## src/hw/fisj_pkg.sv

```systemverilog
// Constants and types shared by the file increment, skip and jump core.
package fisj_pkg;

  // ----------------------------------------------------------------
  // Widths
  // ----------------------------------------------------------------
  localparam int FISJ_PC_W    = 13;
  localparam int FISJ_DATA_W  = 8;
  localparam int FISJ_FADDR_W = 7;
  localparam int FISJ_INSN_W  = 14;
  localparam int FISJ_JUMP_W  = 11;
  localparam int FISJ_LATCH_W = 5;

  // ----------------------------------------------------------------
  // Field positions
  // ----------------------------------------------------------------
  localparam int FISJ_DEST_BIT   = 7;
  localparam int FISJ_OP6_LSB    = 8;
  localparam int FISJ_OP3_LSB    = 11;
  localparam int FISJ_LATCH_HI   = 4;
  localparam int FISJ_LATCH_LO   = 3;

  // ----------------------------------------------------------------
  // Opcodes
  // ----------------------------------------------------------------
  localparam logic [5:0] FISJ_OP_DECREMENT_SKIP_ZERO  = 6'h0b;
  localparam logic [5:0] FISJ_OP_INCREMENT_SKIP_ZERO  = 6'h0f;
  localparam logic [5:0] FISJ_OP_INCREMENT_FILE       = 6'h0a;
  localparam logic [5:0] FISJ_OP_OR_ACC_WITH_FILE     = 6'h04;
  localparam logic [5:0] FISJ_OP_OR_LITERAL_INTO_ACC  = 6'h38;
  localparam logic [2:0] FISJ_OP_ABSOLUTE_JUMP        = 3'h5;

  // ----------------------------------------------------------------
  // Reset values and constants
  // ----------------------------------------------------------------
  localparam logic [FISJ_PC_W-1:0]   FISJ_PC_RESET   = 13'h0000;
  localparam logic [FISJ_DATA_W-1:0] FISJ_ACC_RESET  = 8'h00;
  localparam logic [FISJ_DATA_W-1:0] FISJ_ONE        = 8'h01;
  localparam logic [FISJ_DATA_W-1:0] FISJ_ZERO       = 8'h00;
  localparam logic [FISJ_PC_W-1:0]   FISJ_PC_STEP    = 13'h0001;
  localparam logic [FISJ_INSN_W-1:0] FISJ_INSN_RESET = 14'h0000;
  localparam int                     FISJ_PHASES     = 4;

  // ----------------------------------------------------------------
  // Types
  // ----------------------------------------------------------------
  typedef enum logic [1:0] {
    FISJ_PH_ADDR,
    FISJ_PH_WAIT,
    FISJ_PH_LOAD,
    FISJ_PH_EXEC
  } fisj_phase_t;

endpackage : fisj_pkg

```

## src/hw/fisj_core.sv

```systemverilog
// Execution core for file increment, decrement with skip, OR and absolute jump.
//
// Behaviour
// - Decrement-and-skip subtracts one from the file register, sends it to acc or file by d, flags untouched.
// - A zero decrement-and-skip result turns the next instruction into a no-operation, two cycles in all.
// - Increment-and-skip adds one to file register 0..127, routes it by d, flags untouched.
// - A zero increment-and-skip result runs a no-operation in place of the next instruction.
// - The absolute jump loads its 11-bit operand into pc bits 10..0 and page latch bits 4..3 into pc 12..11.
// - The absolute jump is unconditional, touches no flags and takes two instruction cycles.
// - OR-with-literal ORs the accumulator with the 8-bit literal into the accumulator and updates zero.
// - Plain increment adds one to the file register, routes it by d and updates zero.
// - OR-with-file ORs acc with the file register, routes it by d and updates zero.
`timescale 1ns/100ps
`default_nettype none
module fisj_core
  import fisj_pkg::*;
(
  input  wire logic                    clk_in,
  input  wire logic                    rst_in,
  input  wire logic [FISJ_LATCH_W-1:0] pc_page_latch_in,
  input  wire logic [FISJ_INSN_W-1:0]  prog_data_in,
  output var  logic [FISJ_PC_W-1:0]    prog_addr_out,
  output var  logic [FISJ_PC_W-1:0]    pc_out,
  output var  logic [FISJ_DATA_W-1:0]  acc_out,
  output var  logic                    zero_flag_out,
  output var  logic                    cycle_end_out,
  output var  logic                    nop_cycle_out
);

  // ----------------------------------------------------------------
  // State
  // ----------------------------------------------------------------
  fisj_phase_t             phase;
  fisj_phase_t             next_phase;
  logic [FISJ_INSN_W-1:0]  insn;
  logic [FISJ_INSN_W-1:0]  next_insn;
  logic [FISJ_PC_W-1:0]    pc;
  logic [FISJ_PC_W-1:0]    next_pc;
  logic [FISJ_PC_W-1:0]    next_prog_addr;
  logic [FISJ_DATA_W-1:0]  acc;
  logic [FISJ_DATA_W-1:0]  next_acc;
  logic                    zero_flag;
  logic                    next_zero_flag;
  logic                    next_cycle_end;
  logic                    nop_pending;
  logic                    next_nop_pending;
  logic                    nop_advance;
  logic                    next_nop_advance;
  logic                    next_nop_cycle;

  // ----------------------------------------------------------------
  // File memory
  // ----------------------------------------------------------------
  logic [FISJ_FADDR_W-1:0] ram_rd_addr;
  logic [FISJ_DATA_W-1:0]  ram_rd_data;
  logic                    ram_wr_en;
  logic [FISJ_DATA_W-1:0]  ram_wr_data;

  // The read is issued straight from the fetched word so the operand is
  // ready in the execute phase without an extra cycle.
  assign ram_rd_addr = (phase == FISJ_PH_LOAD) ? prog_data_in[FISJ_FADDR_W-1:0]
                                               : insn[FISJ_FADDR_W-1:0];

  fisj_file_ram u_file_ram (
    .clk_in      (clk_in),
    .rst_in      (rst_in),
    .rd_addr_in  (ram_rd_addr),
    .rd_data_out (ram_rd_data),
    .wr_en_in    (ram_wr_en),
    .wr_addr_in  (insn[FISJ_FADDR_W-1:0]),
    .wr_data_in  (ram_wr_data)
  );

  // ----------------------------------------------------------------
  // Decode
  // ----------------------------------------------------------------
  logic [5:0]             op6;
  logic [2:0]             op3;
  logic                   dest_file;
  logic [FISJ_DATA_W-1:0] dec_val;
  logic [FISJ_DATA_W-1:0] inc_val;
  logic [FISJ_DATA_W-1:0] or_file_val;
  logic [FISJ_DATA_W-1:0] or_lit_val;

  assign op6         = insn[FISJ_OP6_LSB+5:FISJ_OP6_LSB];
  assign op3         = insn[FISJ_OP3_LSB+2:FISJ_OP3_LSB];
  assign dest_file   = insn[FISJ_DEST_BIT];
  assign dec_val     = ram_rd_data - FISJ_ONE;
  assign inc_val     = ram_rd_data + FISJ_ONE;
  assign or_file_val = acc | ram_rd_data;
  assign or_lit_val  = acc | insn[FISJ_DATA_W-1:0];

  // ----------------------------------------------------------------
  // Sequencer and execute
  // ----------------------------------------------------------------
  // Each instruction cycle is four clocks: address out, memory latency,
  // word capture with operand read, then execute and write back.
  always_comb begin
    next_phase       = phase;
    next_insn        = insn;
    next_pc          = pc;
    next_prog_addr   = prog_addr_out;
    next_acc         = acc;
    next_zero_flag   = zero_flag;
    next_nop_pending = nop_pending;
    next_nop_advance = nop_advance;
    next_nop_cycle   = nop_cycle_out;
    next_cycle_end   = 1'b0;
    ram_wr_en        = 1'b0;
    ram_wr_data      = FISJ_ZERO;
    case (phase)
      FISJ_PH_ADDR: begin
        next_prog_addr = pc;
        next_phase     = FISJ_PH_WAIT;
      end
      FISJ_PH_WAIT: begin
        next_phase = FISJ_PH_LOAD;
      end
      FISJ_PH_LOAD: begin
        next_insn  = prog_data_in;
        next_phase = FISJ_PH_EXEC;
      end
      FISJ_PH_EXEC: begin
        next_phase     = FISJ_PH_ADDR;
        next_cycle_end = 1'b1;
        next_nop_cycle = nop_pending;
        if (nop_pending) begin
          // Bubble cycle: the fetched word is discarded.
          next_nop_pending = 1'b0;
          if (nop_advance) begin
            next_pc = pc + FISJ_PC_STEP;
          end
        end else begin
          next_pc = pc + FISJ_PC_STEP;
          if (op6 == FISJ_OP_DECREMENT_SKIP_ZERO) begin
            if (dest_file) begin
              ram_wr_en   = 1'b1;
              ram_wr_data = dec_val;
            end else begin
              next_acc = dec_val;
            end
            if (dec_val == FISJ_ZERO) begin
              next_nop_pending = 1'b1;
              next_nop_advance = 1'b1;
            end
          end else if (op6 == FISJ_OP_INCREMENT_SKIP_ZERO) begin
            if (dest_file) begin
              ram_wr_en   = 1'b1;
              ram_wr_data = inc_val;
            end else begin
              next_acc = inc_val;
            end
            if (inc_val == FISJ_ZERO) begin
              next_nop_pending = 1'b1;
              next_nop_advance = 1'b1;
            end
          end else if (op6 == FISJ_OP_INCREMENT_FILE) begin
            if (dest_file) begin
              ram_wr_en   = 1'b1;
              ram_wr_data = inc_val;
            end else begin
              next_acc = inc_val;
            end
            next_zero_flag = (inc_val == FISJ_ZERO);
          end else if (op6 == FISJ_OP_OR_ACC_WITH_FILE) begin
            if (dest_file) begin
              ram_wr_en   = 1'b1;
              ram_wr_data = or_file_val;
            end else begin
              next_acc = or_file_val;
            end
            next_zero_flag = (or_file_val == FISJ_ZERO);
          end else if (op6 == FISJ_OP_OR_LITERAL_INTO_ACC) begin
            next_acc       = or_lit_val;
            next_zero_flag = (or_lit_val == FISJ_ZERO);
          end else if (op3 == FISJ_OP_ABSOLUTE_JUMP) begin
            next_pc = {pc_page_latch_in[FISJ_LATCH_HI:FISJ_LATCH_LO],
                       insn[FISJ_JUMP_W-1:0]};
            // The second cycle is a bubble that holds the new target.
            next_nop_pending = 1'b1;
            next_nop_advance = 1'b0;
          end
          // Any other word executes as a no-operation.
        end
      end
      default: begin
        next_phase = FISJ_PH_ADDR;
      end
    endcase
  end

  always_ff @(posedge clk_in) begin
    if (rst_in) begin
      phase         <= FISJ_PH_ADDR;
      insn          <= FISJ_INSN_RESET;
      pc            <= FISJ_PC_RESET;
      prog_addr_out <= FISJ_PC_RESET;
      acc           <= FISJ_ACC_RESET;
      zero_flag     <= 1'b0;
      nop_pending   <= 1'b0;
      nop_advance   <= 1'b0;
      nop_cycle_out <= 1'b0;
      cycle_end_out <= 1'b0;
    end else begin
      phase         <= next_phase;
      insn          <= next_insn;
      pc            <= next_pc;
      prog_addr_out <= next_prog_addr;
      acc           <= next_acc;
      zero_flag     <= next_zero_flag;
      nop_pending   <= next_nop_pending;
      nop_advance   <= next_nop_advance;
      nop_cycle_out <= next_nop_cycle;
      cycle_end_out <= next_cycle_end;
    end
  end

  // ----------------------------------------------------------------
  // Outputs
  // ----------------------------------------------------------------
  assign pc_out        = pc;
  assign acc_out       = acc;
  assign zero_flag_out = zero_flag;

endmodule : fisj_core
`default_nettype wire

```

## src/hw/fisj_file_ram.sv

```systemverilog
// File register memory with registered read data and synchronous write.
`timescale 1ns/100ps
`default_nettype none
module fisj_file_ram
  import fisj_pkg::*;
(
  input  wire logic                    clk_in,
  input  wire logic                    rst_in,
  input  wire logic [FISJ_FADDR_W-1:0] rd_addr_in,
  output var  logic [FISJ_DATA_W-1:0]  rd_data_out,
  input  wire logic                    wr_en_in,
  input  wire logic [FISJ_FADDR_W-1:0] wr_addr_in,
  input  wire logic [FISJ_DATA_W-1:0]  wr_data_in
);

  // ----------------------------------------------------------------
  // Storage
  // ----------------------------------------------------------------
  // Contents are not cleared by reset, like ordinary data memory.
  logic [FISJ_DATA_W-1:0] mem [2**FISJ_FADDR_W];

  always_ff @(posedge clk_in) begin
    if (wr_en_in) begin
      mem[wr_addr_in] <= wr_data_in;
    end
  end

  always_ff @(posedge clk_in) begin
    if (rst_in) begin
      rd_data_out <= FISJ_ZERO;
    end else begin
      rd_data_out <= mem[rd_addr_in];
    end
  end

endmodule : fisj_file_ram
`default_nettype wire

```

## config.mk

```make
export PLATFORM = sky130hd
export DESIGN_NAME = fisj_core
export DESIGN_NICKNAME = d
export VERILOG_FILES = /design/src/hw/fisj_pkg.sv /design/src/hw/fisj_core.sv /design/src/hw/fisj_file_ram.sv
export SDC_FILE = /design/constraint.sdc
export NUM_CORES = 2
export LEC_CHECK = 0
export BUFFER_PORTS_ARGS = -buffer_cell sky130_fd_sc_hd__buf_4
export CAP_MARGIN = 0
export CORE_ASPECT_RATIO = 1.75
export CORE_MARGIN = 3
export CORE_UTILIZATION = 40
export CTS_CLUSTER_SIZE = 24
export DETAILED_ROUTE_END_ITERATION = 10
export GPL_ROUTABILITY_DRIVEN = 0
export GPL_TIMING_DRIVEN = 1
export MAX_ROUTING_LAYER = met4
export PLACE_DENSITY = 0.53
export SETUP_SLACK_MARGIN = 0.4
export SYNTH_ARGS = -nofsm -noshare
export SYNTH_HDL_FRONTEND = slang
export SYNTH_SLANG_ARGS = --single-unit
```

## constraint.sdc

```tcl
create_clock -name clk_in -period 6.9 [get_ports clk_in]
set_clock_uncertainty 0.05 [all_clocks]
set_input_delay 0.69 -clock clk_in [delete_from_list [all_inputs] [get_ports clk_in]]
set_output_delay 0.69 -clock clk_in [all_outputs]
set_load 0.03 [all_outputs]
```

==> summary.txt <==
Status
  – Status: finished, final reports clean

Placed design
  – Post-DP HPWL: 70.8 mm
  – Input/output buffers: 54
  – Pre-CTS setup slack: 1.96 ns

Synthesis
  – Mapped Cells: 3057
  – Synth top area cells: edfxtp_1, nand2_1, mux4_2
  – Most common cell in the synthesized netlist: edfxtp_1
  – Post-Syn Area: 44000 um2
  – Commonest cells post-synth: edfxtp_1, nand2_1, nand3_1
  – Yosys warns: 0
  – Distinct cell type count after synthesis: 66
  – Synth Register Bits: 1087
  – Mapped Avg Cell Area: 14.4 um2
  – Sequential area share after synthesis: 72.8%
  – Post-synth top flop: edfxtp_1
  – Synth Net Count: 3085
  – Fraction of registers with async set or reset after synthesis: 0%
  – Number of enable flip-flop cells after synthesis: 1024
  – Yosys top cell by area: edfxtp_1
  – Yosys top cell area share: 70.0%

Route
  – Final Routed Wirelength: 120 mm
  – Via density: 5.63
  – Drt wl/cell: 26.1 um
  – Drt pass-1 iters: 5
  – Via count: 25.8k
  – DRC viols: 0
  – Routed Antenna Nets: 0
  – DR iter-0 viols: 2202

Pwr
  – P per Cell Area: 307 nW/um2
  – Clock network fraction of total power: 36.1%
  – Logic gate share of total power: 15.7%
  – Sequential Power Share: 48.2%
  – Leak Pwr: 17.9 nW
  – Cell Int Power: 10.9 mW
  – Sw Share: 27.6%
  – Net Sw Power: 4.16 mW
  – Worst VDD drop: 210 uV

Timing
  – Slew Limit Fails: 0
  – Final setup violation count: 0
  – Worst Tran Pin Value: 1.25 ns
  – Relative slew slack: 16.9%
  – Setup slack after layout: 1.95 ns
  – Fmax: 202 MHz
  – Setup TNS: 0 ns
  – RSZ-0062 raised after global routing: no
  – Period utilization: 71.8%
  – Min Tclk post-route: 4.95 ns
  – Final hold vios: 0
  – WHS: 0.186 ns

CTS
  – Clk slew on worst S/H paths: 0.06 ns
  – Setup bufs post-CTS: 0
  – # hold bufs at CTS: 0
  – Clock Sinks: 1087
  – CTS Buf Count: 93
  – H-tree depth: 3
  – CTS tree: done
  – PostCTS Resize Cnt: 0
  – Worst-skew pair later-pin latency: 0.69 ns
  – Clock root buffer: clkbuf_16
  – Worst-case clock buffer depth: 3

Floorplanning
  – Top Ports: 58
  – Die Y: 445 um
  – Core Box Area: 109000 um2
  – Starting Density: 40.4%
  – Die ar.: 114000 um2
  – Chip width: 257 um
  – Core Rows: 160

Critical path
  – Crit Path Class: reg2reg
  – CP startpoint kind: flop
  – WP data arrival: 5.52 ns
  – Worst path slowest cell: ha_2
  – WP data required: 7.47 ns
  – Critical Path End Type: flop
  – Critical Path Fanout Max: 141
  – Family with the most delay on the worst path: multiplexers
  – Bufs and invs on worst path: 2
  – Worst path max stage delay: 0.92 ns
  – Critical Path, Cell by Cell: inv_1, ha_2, mux2i_4, buf_12, mux2i_1, mux4_2, a22o_1, nor4_1, a31oi_1, nand3_1

Global route
  – Total GRT Usage: 21.5%
  – GRT overflow: 0
  – First-pass GRT wire length: 176 mm
  – Largest net degree at the start of global routing: 142
  – Antenna violations before repair: 3
  – Vias in the first global route: 26.1k

Min path
  – Worst Hold Class: in2reg

Final layout
  – Final Net Count: 3082
  – Share of layout cells above drive strength 1: 11.2%
  – P&R area growth vs syn: 11.3%

Flow run
  – Max cap viols: 0
-- sequential cells by signal, summed over array words and instances (netlist names) --
name                    count
insn                       14
nop_cycle_out               1
u_file_ram.rd_data_out      8
u_file_ram.mem           1024
pc_out                     13
nop_pending                 1
acc_out                     8
zero_flag_out               1
cycle_end_out               1
prog_addr_out              13
phase                       2
nop_advance                 1
-- through the flow --
step           total power [mW]  instance area (um2)  utilization (%)  cells
2_1_floorplan              8.96                44000                -   3057
3_3_place_gp               9.74                45800             42.1   4417
3_5_place_dp               9.75                45800             42.1   4417
4_1_cts                    15.1                48900             44.9   4589
5_1_grt                    15.5                48900             44.9   4591
6_report                   15.0                48900             44.9   4592
-- routing by layer --
layer,vias to the layer above,global-route usage (%),wire length [um]
li1,11533,-,-
met1,13143,25.3,45700
met2,965,36.8,61700
met3,208,3.39,7280
met4,0,9.12,5060
met5,-,-,0
-- power groups by stage --
stage | Combinational [mW] | Clock, mW | Sequential (mW)
floorplan | 1.64 | 0 | 7.32
global placement | 2.35 | 0 | 7.39
detailed placement | 2.36 | 0 | 7.40
CTS | 2.36 | 5.53 | 7.25
global route | 2.51 | 5.77 | 7.26
finish | 2.35 | 5.43 | 7.25
-- cell families after synthesis --
| logic type | after synthesis | share of synthesized area [%] |
|---|---|---|
| AO/OA/AOI/OAI | 282 | 4.56 |
| XOR/XNOR | 12 | 0.239 |
| adder cells (fa/ha/maj) | 7 | 0.199 |
| buffers and inverters | 205 | 2.57 |
| flip-flops | 1087 | 72.8 |
| multiplexers | 234 | 7.63 |
| AND/OR/NAND/NOR | 1230 | 12.0 |
-- tightest hold or removal path, cell delays in order --
cell and delay, ns:
buf_4 0.08, mux2i_1 0.05, nor2_1 0.07
-- worst paths after layout --
kind	depth (start not counted)	slack [ns]	endpoint	startpoint
worst max register to register	10	1.95	u_file_ram.rd_data_out[3]	phase[0]
worst min register to register	2	0.44	nop_advance	nop_advance
worst min-delay path	3	0.19	insn[9]	prog_data_in[9]
worst max-delay path	10	1.95	u_file_ram.rd_data_out[3]	phase[0]
-- layout by cell type (no fill, tap or decap), drive strengths merged, types with 10 or more instances in the layout --
cell type  instances
edfxtp          1024
nand2            599
nand3            318
nor2             227
mux2i            150
clkbuf           112
buf               97
mux4              79
dfxtp             63
a32oi             55
o21ai             52
a31oi             48
clkinv            36
a21oi             33
a221oi            24
nor3              19
inv               16
o22ai             13
bufinv            12
a311oi            11
nor4              10
-- final cells by class --
class | instances | area [um2]
diodes | 3 | 7.51
well taps | 1458 | 1820
clock buffers | 112 | 2480
repair buffers | 97 | 903
fillers | 9679 | 60000
flip-flops and latches | 1087 | 32000
clock inverters | 60 | 637
multi-input cells | 1765 | 11000
inverters | 10 | 37.5
Note: power is estimated with default switching activity, not from simulation.
